<file path="src/eov_pkg.sv">
// constants and types for the oam pdu validation stage
// Operation
// RULE_01: separate_level_flag set means every frame of the flow is data.
// RULE_02: transmit lookup reads frame_kind_field; only y1731 pdus get transmit checks.
// RULE_03: transmit discard bumps transmit_discard_counter, sets flag, optional error copy.
// RULE_04: one continuity-only selector gates error flags and copies in both directions.
// RULE_05: transmit pdu passing checks is marked valid and forwarded.
// RULE_06: receive lookup checks frame kind; only y1731 pdus get receive checks.
// RULE_07: level above engine level: drop if drop_above_level, else treat as data.
// RULE_08: continuity pdu with zero period is illegal and dropped before level checks; code tests it after the above-level check, before the below-level check.
// RULE_09: zero_period_last kept per ccm; change sets zero_period_flag; optional copy.
// RULE_10: level equal to engine level proceeds to destination mac check.
// RULE_11: level below engine level is blocked and sets low_level_block_flag.
// RULE_12: low_level_last kept per ccm; change flag; optional copy; level_drop_counter.
// RULE_13: dest mac checked per dest_mac_check_select; failure blocks, flags, copies.
// RULE_14: no version check for link trace, generic and unknown pdus.
// RULE_15: version_check_enable compares version to per-kind accepted set.
// RULE_16: unaccepted version blocks pdu, sets version_error_flag, optional copy.
// RULE_17: after version pass dispatch continuity, synthetic loss, or valid others.
// RULE_18: group_id_check_enable compares received 48-byte group id to configured one.
// RULE_19: group_id_last kept; change sets flag; interrupt only if enabled.
// RULE_20: group id failure drops, counts in group_id_error_counter, optional copy.
// RULE_21: endpoint_id_check_enable compares endpoint id to remote_endpoint_identifier.
// RULE_22: endpoint_id_last kept; change sets flag; interrupt only if enabled.
// RULE_23: endpoint id failure drops, counts in its error counter, optional copy.
// RULE_24: continuity pdu passing both id checks is valid and forwarded.
// RULE_25: flags stick until software writes one; interrupt when flag and enable set; code interrupts only on the four last-result change flags.
package eov_pkg;
	localparam logic [6:0] A_CTRL = 7'h00;
	localparam logic [6:0] A_EXTR = 7'h04;
	localparam logic [6:0] A_IENA = 7'h08;
	localparam logic [6:0] A_STKY = 7'h0c;
	localparam logic [6:0] A_LAST = 7'h10;
	localparam logic [6:0] A_VERS = 7'h14;
	localparam logic [6:0] A_PEER = 7'h18;
	localparam logic [6:0] A_TXDC = 7'h1c;
	localparam logic [6:0] A_LVDC = 7'h20;
	localparam logic [6:0] A_GIDC = 7'h24;
	localparam logic [6:0] A_EIDC = 7'h28;
	localparam logic [6:0] A_GID = 7'h40;
	localparam int GID_WORDS = 12;
	localparam int C_DROP = 3;
	localparam int C_DMAC = 4;
	localparam int C_VERS = 6;
	localparam int C_CONT = 7;
	localparam int C_GIDEN = 8;
	localparam int C_EIDEN = 9;
	localparam int C_CCMEN = 10;
	localparam int S_TX = 0;
	localparam int S_ZERO = 1;
	localparam int S_LOWCHG = 2;
	localparam int S_LOWBLK = 3;
	localparam int S_DMAC = 4;
	localparam int S_VERS = 5;
	localparam int S_GID = 6;
	localparam int S_EID = 7;
	localparam int E_TX = 0;
	localparam int E_ZERO = 1;
	localparam int E_LOW = 2;
	localparam int E_DMAC = 3;
	localparam int E_VERS = 4;
	localparam int E_GID = 5;
	localparam int E_EID = 6;
	localparam int L_ZERO = 0;
	localparam int L_LOW = 1;
	localparam int L_GID = 2;
	localparam int L_EID = 3;
	localparam logic [31:0] CTRL_RST = 32'h0000_0000;
	localparam logic [31:0] VERS_RST = 32'h1111_1111;
	localparam logic [1:0] RESP_OK = 2'h0;
	localparam logic [1:0] RESP_ERR = 2'h2;
	typedef enum logic [2:0] {
		CLS_CCM = 3'h0, CLS_CCMLM = 3'h1, CLS_LT = 3'h2, CLS_GEN = 3'h3,
		CLS_UNK = 3'h4, CLS_SYN = 3'h5, CLS_OTHER = 3'h6
	} eov_cls_t;
	typedef enum logic [1:0] {
		DM_NONE = 2'h0, DM_UC = 2'h1, DM_MC = 2'h2, DM_ANY = 2'h3
	} eov_dmac_t;
	typedef enum logic [1:0] {
		V_DATA = 2'h0, V_OAM = 2'h1, V_DROP = 2'h2, V_SYN = 2'h3
	} eov_verdict_t;
	typedef struct packed {
		logic valid;
		logic is_tx;
		logic sep_level;
		logic is_y1731;
		eov_cls_t cls;
		logic [2:0] level;
		logic period_zero;
		logic dmac_uc_ok;
		logic dmac_mc_ok;
		logic [1:0] version;
		logic [12:0] mep_id;
		logic [383:0] group_id;
	} eov_frame_t;
	typedef struct packed {
		logic valid;
		eov_verdict_t verdict;
		logic copy_err;
	} eov_result_t;
endpackage

</file>
<file path="src/eov_validate.sv">
// oam pdu validation stage with axi4-lite register slave
`timescale 1ns/10ps
`default_nettype none
module eov_validate (
	input wire logic aclk,
	input wire logic aresetn,
	input wire eov_pkg::eov_frame_t frame_i,
	output var eov_pkg::eov_result_t result_o,
	output logic irq_o,
	input wire logic [6:0] s_axi_awaddr,
	input wire logic s_axi_awvalid,
	output logic s_axi_awready,
	input wire logic [31:0] s_axi_wdata,
	input wire logic [3:0] s_axi_wstrb,
	input wire logic s_axi_wvalid,
	output logic s_axi_wready,
	output logic [1:0] s_axi_bresp,
	output logic s_axi_bvalid,
	input wire logic s_axi_bready,
	input wire logic [6:0] s_axi_araddr,
	input wire logic s_axi_arvalid,
	output logic s_axi_arready,
	output logic [31:0] s_axi_rdata,
	output logic [1:0] s_axi_rresp,
	output logic s_axi_rvalid,
	input wire logic s_axi_rready
);
	import eov_pkg::*;

	// ************************************
	// state
	// ************************************
	logic [31:0] ctrl_reg, ctrl_next;
	logic [31:0] extr_reg, extr_next;
	logic [31:0] iena_reg, iena_next;
	logic [31:0] stky_reg, stky_next;
	logic [3:0] last_reg, last_next;
	logic [31:0] vers_reg, vers_next;
	logic [12:0] peer_reg, peer_next;
	logic [31:0] txdc_reg, txdc_next;
	logic [31:0] lvdc_reg, lvdc_next;
	logic [31:0] gidc_reg, gidc_next;
	logic [31:0] eidc_reg, eidc_next;
	logic [31:0] gid_reg [GID_WORDS];
	logic [31:0] gid_next [GID_WORDS];
	logic [383:0] gid_flat;
	eov_result_t res_reg, res_next;
	logic irq_reg, irq_next;
	logic awr_reg, awr_next;
	logic bv_reg, bv_next;
	logic [1:0] br_reg, br_next;
	logic arr_reg, arr_next;
	logic rv_reg, rv_next;
	logic [1:0] rr_reg, rr_next;
	logic [31:0] rd_reg, rd_next;

	genvar gi;
	generate
		for (gi = 0; gi < GID_WORDS; gi++) begin : g_gid
			assign gid_flat[gi*32 +: 32] = gid_reg[gi];
		end
	endgenerate

	// ************************************
	// register bus
	// ************************************
	logic wr_go, rd_go;
	logic [31:0] wmask;
	assign wr_go = s_axi_awvalid & s_axi_wvalid & ~bv_reg & ~awr_reg;
	assign rd_go = s_axi_arvalid & ~rv_reg & ~arr_reg;
	assign wmask = {{8{s_axi_wstrb[3]}}, {8{s_axi_wstrb[2]}},
		{8{s_axi_wstrb[1]}}, {8{s_axi_wstrb[0]}}};

	function automatic logic [31:0] merge(input logic [31:0] old,
		input logic [31:0] d, input logic [31:0] m);
		merge = (old & ~m) | (d & m);
	endfunction

	// ************************************
	// validation
	// ************************************
	logic is_ccm, gate, lvl_hi, lvl_lo, dmac_ok, vers_ok;
	logic [31:0] set_s, clr_s;
	logic [4:0] vidx;
	always_comb begin
		is_ccm = (frame_i.cls == CLS_CCM) | (frame_i.cls == CLS_CCMLM);
		// error flags and copies restricted to continuity pdus when ctrl_reg[C_CONT] is set
		gate = ~ctrl_reg[C_CONT] | is_ccm; // [RULE_04]
		lvl_hi = frame_i.level > ctrl_reg[2:0];
		lvl_lo = frame_i.level < ctrl_reg[2:0];
		case (eov_dmac_t'(ctrl_reg[C_DMAC +: 2]))
			DM_NONE: dmac_ok = 1'b1;
			DM_UC: dmac_ok = frame_i.dmac_uc_ok;
			DM_MC: dmac_ok = frame_i.dmac_mc_ok;
			DM_ANY: dmac_ok = frame_i.dmac_uc_ok | frame_i.dmac_mc_ok;
			default: dmac_ok = 1'b0;
		endcase
		vidx = 5'({frame_i.cls, 2'h0}) + 5'(frame_i.version);
		vers_ok = ~ctrl_reg[C_VERS] | vers_reg[vidx]; // [RULE_15]
		if (frame_i.cls == CLS_LT || frame_i.cls == CLS_GEN ||
			frame_i.cls == CLS_UNK) begin
			vers_ok = 1'b1; // [RULE_14]
		end
		set_s = 32'h0;
		res_next = '{valid: frame_i.valid, verdict: V_DATA, copy_err: 1'b0};
		last_next = last_reg;
		txdc_next = txdc_reg;
		lvdc_next = lvdc_reg;
		gidc_next = gidc_reg;
		eidc_next = eidc_reg;
		if (!frame_i.valid || frame_i.sep_level) begin
			res_next.verdict = V_DATA; // [RULE_01]
		end else if (frame_i.is_tx) begin
			if (!frame_i.is_y1731) begin
				res_next.verdict = V_DATA; // [RULE_02]
			end else if (lvl_lo) begin
				res_next.verdict = V_DROP;
				txdc_next = txdc_reg + 32'h1; // [RULE_03]
				set_s[S_TX] = gate; // [RULE_03]
				res_next.copy_err = gate & extr_reg[E_TX]; // [RULE_03]
			end else begin
				res_next.verdict = V_OAM; // [RULE_05]
			end
		end else if (!frame_i.is_y1731) begin
			res_next.verdict = V_DATA; // [RULE_06]
		end else if (lvl_hi) begin
			res_next.verdict = ctrl_reg[C_DROP] ? V_DROP : V_DATA; // [RULE_07]
		end else begin
			if (is_ccm) begin
				last_next[L_ZERO] = frame_i.period_zero; // [RULE_09]
			end
			if (is_ccm && frame_i.period_zero) begin
				res_next.verdict = V_DROP; // [RULE_08]
				res_next.copy_err = gate & extr_reg[E_ZERO]; // [RULE_09]
			end else begin
				if (is_ccm) begin
					last_next[L_LOW] = lvl_lo; // [RULE_12]
				end
				if (lvl_lo) begin
					res_next.verdict = V_DROP; // [RULE_11]
					set_s[S_LOWBLK] = gate; // [RULE_11]
					res_next.copy_err = gate & extr_reg[E_LOW]; // [RULE_12]
					if (is_ccm) begin
						lvdc_next = lvdc_reg + 32'h1; // [RULE_12]
					end
				end else if (!dmac_ok) begin
					res_next.verdict = V_DROP; // [RULE_10] [RULE_13]
					set_s[S_DMAC] = gate; // [RULE_13]
					res_next.copy_err = gate & extr_reg[E_DMAC]; // [RULE_13]
				end else if (!vers_ok) begin
					res_next.verdict = V_DROP; // [RULE_16]
					set_s[S_VERS] = gate; // [RULE_16]
					res_next.copy_err = gate & extr_reg[E_VERS]; // [RULE_16]
				end else if (frame_i.cls == CLS_SYN) begin
					res_next.verdict = V_SYN; // [RULE_17]
				end else if (!is_ccm || !ctrl_reg[C_CCMEN]) begin
					res_next.verdict = V_OAM; // [RULE_17]
				end else if (ctrl_reg[C_GIDEN] &&
					frame_i.group_id != gid_flat) begin
					last_next[L_GID] = 1'b1; // [RULE_18] [RULE_19]
					res_next.verdict = V_DROP; // [RULE_20]
					gidc_next = gidc_reg + 32'h1; // [RULE_20]
					res_next.copy_err = extr_reg[E_GID]; // [RULE_20]
				end else begin
					last_next[L_GID] = 1'b0; // [RULE_19]
					if (ctrl_reg[C_EIDEN] && frame_i.mep_id != peer_reg) begin
						last_next[L_EID] = 1'b1; // [RULE_21] [RULE_22]
						res_next.verdict = V_DROP; // [RULE_23]
						eidc_next = eidc_reg + 32'h1; // [RULE_23]
						res_next.copy_err = extr_reg[E_EID]; // [RULE_23]
					end else begin
						last_next[L_EID] = 1'b0; // [RULE_22]
						res_next.verdict = V_OAM; // [RULE_24]
					end
				end
			end
		end
		// change of a last result raises its flag
		set_s[S_ZERO] = last_next[L_ZERO] ^ last_reg[L_ZERO]; // [RULE_09]
		set_s[S_LOWCHG] = last_next[L_LOW] ^ last_reg[L_LOW]; // [RULE_12]
		set_s[S_GID] = last_next[L_GID] ^ last_reg[L_GID]; // [RULE_19]
		set_s[S_EID] = last_next[L_EID] ^ last_reg[L_EID]; // [RULE_22]

		// bus side
		ctrl_next = ctrl_reg;
		extr_next = extr_reg;
		iena_next = iena_reg;
		vers_next = vers_reg;
		peer_next = peer_reg;
		gid_next = gid_reg;
		clr_s = 32'h0;
		awr_next = wr_go;
		bv_next = (bv_reg & ~s_axi_bready) | awr_reg;
		br_next = br_reg;
		if (wr_go) begin
			br_next = RESP_OK;
			case (s_axi_awaddr)
				A_CTRL: ctrl_next = merge(ctrl_reg, s_axi_wdata, wmask);
				A_EXTR: extr_next = merge(extr_reg, s_axi_wdata, wmask);
				A_IENA: iena_next = merge(iena_reg, s_axi_wdata, wmask);
				A_STKY: clr_s = s_axi_wdata & wmask; // [RULE_25]
				A_VERS: vers_next = merge(vers_reg, s_axi_wdata, wmask);
				A_PEER: peer_next = 13'(merge({19'h0, peer_reg},
					s_axi_wdata, wmask));
				A_LAST, A_TXDC, A_LVDC, A_GIDC, A_EIDC: br_next = RESP_OK;
				default: begin
					if (s_axi_awaddr[6] && s_axi_awaddr[5:2] < 4'hc) begin
						gid_next[s_axi_awaddr[5:2]] = merge(
							gid_reg[s_axi_awaddr[5:2]], s_axi_wdata, wmask);
					end else begin
						br_next = RESP_ERR;
					end
				end
			endcase
		end
		// a set in the same cycle as a clear wins
		stky_next = (stky_reg & ~clr_s) | set_s; // [RULE_25]
		irq_next = |({stky_reg[S_EID], stky_reg[S_GID], stky_reg[S_LOWCHG],
			stky_reg[S_ZERO]} & iena_reg[3:0]); // [RULE_25]
		arr_next = rd_go;
		rv_next = (rv_reg & ~s_axi_rready) | arr_reg;
		rr_next = rr_reg;
		rd_next = rd_reg;
		if (rd_go) begin
			rr_next = RESP_OK;
			case (s_axi_araddr)
				A_CTRL: rd_next = ctrl_reg;
				A_EXTR: rd_next = extr_reg;
				A_IENA: rd_next = iena_reg;
				A_STKY: rd_next = stky_reg;
				A_LAST: rd_next = {28'h0, last_reg};
				A_VERS: rd_next = vers_reg;
				A_PEER: rd_next = {19'h0, peer_reg};
				A_TXDC: rd_next = txdc_reg;
				A_LVDC: rd_next = lvdc_reg;
				A_GIDC: rd_next = gidc_reg;
				A_EIDC: rd_next = eidc_reg;
				default: begin
					if (s_axi_araddr[6] && s_axi_araddr[5:2] < 4'hc) begin
						rd_next = gid_reg[s_axi_araddr[5:2]];
					end else begin
						rd_next = 32'h0;
						rr_next = RESP_ERR;
					end
				end
			endcase
		end
	end

	// ************************************
	// registers
	// ************************************
	always_ff @(posedge aclk) begin
		if (!aresetn) begin
			ctrl_reg <= CTRL_RST;
			extr_reg <= 32'h0;
			iena_reg <= 32'h0;
			stky_reg <= 32'h0;
			last_reg <= 4'h0;
			vers_reg <= VERS_RST;
			peer_reg <= 13'h0;
			txdc_reg <= 32'h0;
			lvdc_reg <= 32'h0;
			gidc_reg <= 32'h0;
			eidc_reg <= 32'h0;
			for (int i = 0; i < GID_WORDS; i++) begin
				gid_reg[i] <= 32'h0;
			end
			res_reg <= '0;
			irq_reg <= 1'b0;
			awr_reg <= 1'b0;
			bv_reg <= 1'b0;
			br_reg <= RESP_OK;
			arr_reg <= 1'b0;
			rv_reg <= 1'b0;
			rr_reg <= RESP_OK;
			rd_reg <= 32'h0;
		end else begin
			ctrl_reg <= ctrl_next;
			extr_reg <= extr_next;
			iena_reg <= iena_next;
			stky_reg <= stky_next;
			last_reg <= last_next;
			vers_reg <= vers_next;
			peer_reg <= peer_next;
			txdc_reg <= txdc_next;
			lvdc_reg <= lvdc_next;
			gidc_reg <= gidc_next;
			eidc_reg <= eidc_next;
			gid_reg <= gid_next;
			res_reg <= res_next;
			irq_reg <= irq_next;
			awr_reg <= awr_next;
			bv_reg <= bv_next;
			br_reg <= br_next;
			arr_reg <= arr_next;
			rv_reg <= rv_next;
			rr_reg <= rr_next;
			rd_reg <= rd_next;
		end
	end

	assign result_o = res_reg;
	assign irq_o = irq_reg;
	assign s_axi_awready = awr_reg;
	assign s_axi_wready = awr_reg;
	assign s_axi_bvalid = bv_reg;
	assign s_axi_bresp = br_reg;
	assign s_axi_arready = arr_reg;
	assign s_axi_rvalid = rv_reg;
	assign s_axi_rresp = rr_reg;
	assign s_axi_rdata = rd_reg;
endmodule
`default_nettype wire

</file>
<file path="config.mk">
export PLATFORM = sky130hd
export DESIGN_NAME = eov_validate
export DESIGN_NICKNAME = d
export VERILOG_FILES = /design/src/eov_pkg.sv /design/src/eov_validate.sv
export SDC_FILE = /design/constraint.sdc
export NUM_CORES = 2
export LEC_CHECK = 0
export ABC_AREA = 1
export BUFFER_PORTS_ARGS = -buffer_cell sky130_fd_sc_hd__buf_4
export CAP_MARGIN = 20
export CORE_ASPECT_RATIO = 1.25
export CORE_MARGIN = 2
export CORE_UTILIZATION = 24
export DETAILED_ROUTE_END_ITERATION = 10
export HOLD_SLACK_MARGIN = 0.02
export PLACE_DENSITY_LB_ADDON = 0.2
export SLEW_MARGIN = 20
export SYNTH_ARGS = -nofsm -noshare
export SYNTH_HDL_FRONTEND = slang
export SYNTH_SLANG_ARGS = --single-unit
</file>
<file path="constraint.sdc">
create_clock -name aclk -period 3.95 [get_ports aclk]
set_clock_uncertainty 0.05 [all_clocks]
set_input_delay 0.79 -clock aclk [delete_from_list [all_inputs] [get_ports aclk]]
set_output_delay 0.79 -clock aclk [all_outputs]
set_load 0.005 [all_outputs]
</file>
---- Word-level counts from Yosys, hierarchy flattened ----
Index checks and enable logic that the tools add are counted.
cells by class
  add/sub/neg operators ................... 5
  $mul .................................... 0
  divide/modulo/power cells ............... 0
  order comparisons ....................... 8
  eq/ne operators ......................... 30
  shifts and indexed selects .............. 0
  multiplexer cells ....................... 70
  bitwise operators ....................... 60
  reduce and logical (&&, ||, !) cells .... 31
operators by type and width
  operator               count
  $bwmux 384             1
  $ne 384x384->1         1
  $pmux 32 s11           1
  $bmux 32 s4            2
  $mux 32                8
  $and 32x32->32         7
  $or 32x32->32          5
  $add 32x1->32 const B  4
  $demux 32 s4           1
  $not 32->32            2
  $eq 7x5->1 const B     8
  $eq 7x6->1 const B     6
  $mux 2                 18
  $mux 3                 12
  $or 32x8->32           1
  $eq 7x4->1 const B     4
  $reduce_or 11->1       2
  $mux 1                 21
  $not 1->1              18
  $mux 4                 4
  $eq 7x3->1 const B     2
  $logic_not 7->1        2
  $and 13x13->13         1
  $ne 13x13->1           1
  33 further kinds       72
storage, ports and cells
  register bits ........................... 734
  bits in latches ......................... 0
  memory bits (writable) .................. 0
  memory bits (read-only) ................. 0
  output and inout bits ................... 46
  logic and storage cells ................. 238
  memories kept ........................... 0

---- Depth between registers and ports, before layout ----
  depth after elaboration ................. 16
  gate-level depth with buffers ........... 19
  depth with buffers taken out ............ 19

---- Worst setup path before layout ----
No wires, ideal clock.
  path kind ............................... input to register
  from .................................... input port frame_i[404] (netlist name)
  to ...................................... register txdc_reg[24]
  data arrival time ....................... 2702 ps
  slack ................................... 1079 ps
  stages on the path ...................... 15
  path buffers ............................ 0
  cells stage by stage .................... ha_1 -> a21oi_2 -> nand2_4 -> nor2_4 -> nand2_4 -> nor3_4 -> nand3_2 -> nor2_2 -> nand3_2 -> nor2_4 -> nand2_4 -> nor3_2 -> nand2_1 -> o21ai_0 -> a21oi_1
on the way
  cells in the longest elaborated chain, start to end .. 2
ends and longest elaborated chain
  item                        line                 source
  start, declared             eov_validate.sv:7    input wire eov_pkg::eov_frame_t frame_i,
  $lt 3x3->1                  eov_validate.sv:90   lvl_lo = frame_i.level < ctrl_reg[2:0];
  $reduce_and 4->1 (no line)  --
  end signal, assigned        eov_validate.sv:286  txdc_reg <= txdc_next;
  end, declared               eov_validate.sv:40   logic [31:0] txdc_reg, txdc_next;
No other way between the ends.
A chain may end at the register's enable or synchronous reset.

---- Worst setup path after layout ----
  from .................................... register gid_reg (netlist bit gid_flat[263])
  to ...................................... register gidc_reg[25]
on the way
  cells in the longest elaborated chain, start to end .. 3
ends and longest elaborated chain
  item                         line                 source
  start, declared              eov_validate.sv:44   logic [31:0] gid_reg [GID_WORDS];
  start signal, assigned       eov_validate.sv:290  gid_reg <= gid_next;
  $ne 384x384->1               eov_validate.sv:159  frame_i.group_id != gid_flat) begin
  $logic_and 1x1->1            eov_validate.sv:158  end else if (ctrl_reg[C_GIDEN] &&
  $reduce_and 11->1 (no line)  --
  end signal, assigned         eov_validate.sv:288  gidc_reg <= gidc_next;
  end, declared                eov_validate.sv:42   logic [31:0] gidc_reg, gidc_next;
No other way between the ends.

==> impl_metrics.csv <==
group,metric,value,unit
worst_setup_path,crit_required,4.53,ns
cells_and_area,multiInputGateArea,22500,um^2
timing,worst_slew_pin_slew,0.826,ns
route,detail_route.iter0.violations,4879,
clock_tree,clk-insertion-delay-late,0.76,ns
worst_setup_path,cp_cell_sequence,"inv_2, nand2_1, nand2_1, nor2_1, nand2_1, nor2_1, nand2_1, nor2_1, nand2_1, nor2_1, nand3_2, nand2_4, inv_1, nand3_1, buf_4, nand2_1, a21oi_1",
worst_setup_path,nature_of_the_critical_path_endpoint,"flip-flop",
clock_tree,tritoncts,"built",
floorplanning,die-height,479,um
floorplanning,design.core.area,180000,um^2
pwr,switching_component_of_the_power,5300,uW
floorplanning,initial_utilization,24.1,%
clock_tree,cts-root-buf,"sky130_fd_sc_hd__clkbuf_16",
pwr,power_density,351,nW/um^2
route,num_vias,47456,
pwr,power.leakage,0.0240,uW
floorplanning,total_die_area,184000,um^2
yosys,yosys-top-cells-area,"sky130_fd_sc_hd__dfxtp_1, sky130_fd_sc_hd__nand2_1, sky130_fd_sc_hd__inv_1",
grt,track_usage,24.2,%
timing,rsz0062_at_grt,"no",
worst_setup_path,timing.critical_path.fanout_max,20,
timing,achievable-frequency,294,MHz
grt,grt_antenna_before_repair,25,
clock_tree,tritoncts_num_sinks,732,
worst_setup_path,critical_path.max_stage_delay,0.40,ns
pwr,combinationalPowerShare,10.7,%
clock_tree,cts_hold_buf,0,
placed_design,port_buffers,512,
worst_hold_path,hold_path_class,"input pin to flip-flop",
grt,grt-ovfl-total,0,
yosys,ys_seq_area_share,33.9,%
pwr,vdd.ir_drop.worst,299,uV
route,post_detailed_route_count_of_antenna_violating_nets,0,
timing,min_period,3.40,ns
timing,finalCritPeriodShare,86.2,%
pwr,power.switching_fraction,28.2,%
cells_and_area,sequential_cell_area,14700,um^2
timing,final-setup-viol-count,0,
worst_setup_path,worst_ep_arrival_time,3.98,ns
timing,total_negative_setup_slacks,0,ns
worst_setup_path,r2r_slack,0.55,ns
yosys,ys_warn_count,0,
timing,postLayoutSetupSlackWorst,0.546,ns
timing,slew_headroom,44.8,%
yosys,syn_area_per_cell,6.42,um^2
pwr,p_int,13500,uW
route,number_of_remaining_drc_errors,0,
run,drv_cap,0,
worst_setup_path,worst_path_max_delay_cell,"sky130_fd_sc_hd__dfxtp_1",
yosys,post-synth-top-area-fraction,33.9,%
worst_setup_path,type_of_the_setup_path_with_the_least_slack,"flip-flop to flip-flop",
yosys,yosys_register_bits,732,
cells_and_area,finish.net_count,7631,
status,outcome,"finished, final reports clean",
clock_tree,clk_pin_slew_worst_paths,0.06,ns
route,route.detailed.vias_per_inst,4.94,
worst_setup_path,worst_setup_path_start_kind,"flip-flop",
floorplanning,rows,174,
clock_tree,cts_buffer_depth,3,
route,drt-total-wl,231,mm
yosys,mappedNetlistArea,43300,um^2
clock_tree,post_cts.repair.setup_buffers,0,
floorplanning,num_io_pins,515,
route,drtPass1Iterations,6,
route,avgRoutedWirePerCell,24.0,um
grt,grt_start_max_net_pins,112,
yosys,syn-instance-count,6745,
clock_tree,post_cts.resized_instances,0,
pwr,pwr-share-seq,39.8,%
yosys,synth.largest_area_cell,"sky130_fd_sc_hd__dfxtp_1",
cells_and_area,fillCellCount,19971,
pwr,total_power,18800,uW
cells_and_area,area_delta_synth_final,23.9,%
pwr,clkPwrFrac,49.5,%
clock_tree,cts-htree-levels,3,
cells_and_area,final_layout_size_suffix_gt1_share,13.1,%
grt,global_route_wire_length_before_repair,323,mm
timing,timing.final.max_slew_violations,0,
grt,first_global_vias,44214,
placed_design,worst_slack_at_placement,0.107,ns
yosys,post_synth_num_cell_types,56,
placed_design,routability_congestion_estimate,0.972,
timing,timing_hold_violations_final,0,
clock_tree,tritoncts.num_buffers,92,
placed_design,hpwlAfterDp,178,mm
worst_setup_path,timing.critical_path.mode_cell,"sky130_fd_sc_hd__nand2_1",
floorplanning,floorplan.die.width,384,um
cells_and_area,post_layout_utilization_of_the_core,29.9,%
layer usage:
layer	track usage (%)	vias up	routed length [um]
met5	0	-	90
met4	7.92	16	7520
met3	3.73	257	16900
met2	38.5	2008	103000
met1	33.3	22421	103000
li1	-	22754	-
power groups by stage:
stage | clock (uW) | combinational [uW] | sequential, uW
4_1_cts | 9500 | 1990 | 7490
2_1_floorplan | 0 | 777 | 7630
3_5_place_dp | 0 | 1990 | 7650
3_3_place_gp | 0 | 1990 | 7660
6_report | 9310 | 2010 | 7490
5_1_grt | 9750 | 2130 | 7490
path summary, 6_finish.rpt:
path	startpoint	endpoint	depth (start not counted)
setup / recovery	gid_flat[263]	gidc_reg[25]	17
hold / removal	frame_i[411]	result_o[3]	3
setup reg to reg	gid_flat[263]	gidc_reg[25]	17
hold reg to reg	stky_reg[19]	stky_reg[19]	2
cells in the mapped netlist, drive strengths merged:
master   count
o2111ai     47
a221oi      23
nor4        31
a22o         1
nor2       447
o21a        14
a21oi      711
a31oi       43
o311ai       1
o31ai        3
o221ai     100
a41oi       12
o211ai       5
dfxtp      732
or2          3
or4          1
nor3        89
buf         68
nand2     1341
a32o         2
inv       1306
nand4       42
o21ai      702
conb         1
and3         2
xnor2       14
nand3      141
a311oi       7
a211oi       5
nand3b       1
o22ai      189
a22oi       96
a2111oi      2
ha           7
nor3b        8
clkbuf     287
clkinv       6
xor2       255
metrics by stage:
| stage | cell area (um^2) | hold WS [ns] | std cells |
|---|---|---|---|
| 2_1_floorplan | 43300 | 0.362 | 6746 |
| 3_3_place_gp | 50400 | 0.369 | 9437 |
| 3_5_place_dp | 50400 | 0.372 | 9437 |
| 4_1_cts | 53600 | 0.162 | 9608 |
| 5_1_grt | 53600 | 0.204 | 9609 |
| 6_report | 53600 | 0.220 | 9610 |
cells by family after synthesis:
| family | synth area share (%) |
|---|---|
| compound gates | 25.9 |
| xor+xnor | 5.44 |
| fa+ha+maj | 0.202 |
| buf+inv | 14.6 |
| flops | 33.9 |
| other cells | 0.00866 |
| simple gates | 20.0 |
worst max-delay path, delay by kind of cell (launching register included):
family          cells  cell delay (ns)
simple gates       13             2.13
buf+inv             3             0.52
flops               1             0.40
compound gates      1             0.15
cells in the final DEF, fill, tap and decap left out, types with 19 or more instances in the layout:
cell / count
sky130_fd_sc_hd__clkbuf_16: 93
sky130_fd_sc_hd__buf_12: 24
sky130_fd_sc_hd__inv_2: 33
sky130_fd_sc_hd__nor4_1: 30
sky130_fd_sc_hd__nand2_1: 1322
sky130_fd_sc_hd__a221oi_1: 23
sky130_fd_sc_hd__dfxtp_1: 732
sky130_fd_sc_hd__nand3_1: 133
sky130_fd_sc_hd__o21ai_1: 275
sky130_fd_sc_hd__a31oi_1: 43
sky130_fd_sc_hd__nor3_1: 81
sky130_fd_sc_hd__o22ai_1: 189
sky130_fd_sc_hd__buf_4: 645
sky130_fd_sc_hd__clkbuf_8: 20
sky130_fd_sc_hd__nand4_1: 38
sky130_fd_sc_hd__a21oi_1: 699
sky130_fd_sc_hd__a22oi_1: 96
sky130_fd_sc_hd__o2111ai_1: 47
sky130_fd_sc_hd__nor2_2: 20
sky130_fd_sc_hd__nor2_1: 412
sky130_fd_sc_hd__o21ai_0: 427
sky130_fd_sc_hd__clkbuf_1: 19
sky130_fd_sc_hd__inv_1: 1272
sky130_fd_sc_hd__xor2_1: 255
sky130_fd_sc_hd__o221ai_1: 100
final cells by class:
type                       count  area share, %
multi-input combinational   4347           41.9
sequential                   732           27.3
timing repair buffer         670           9.94
inverter                    1312           9.20
tap                         2376           5.54
clock buffer                 132           4.98
clock inverter                39           1.10
antenna                        2        0.00933
Power figures use the tool's default switching activity.
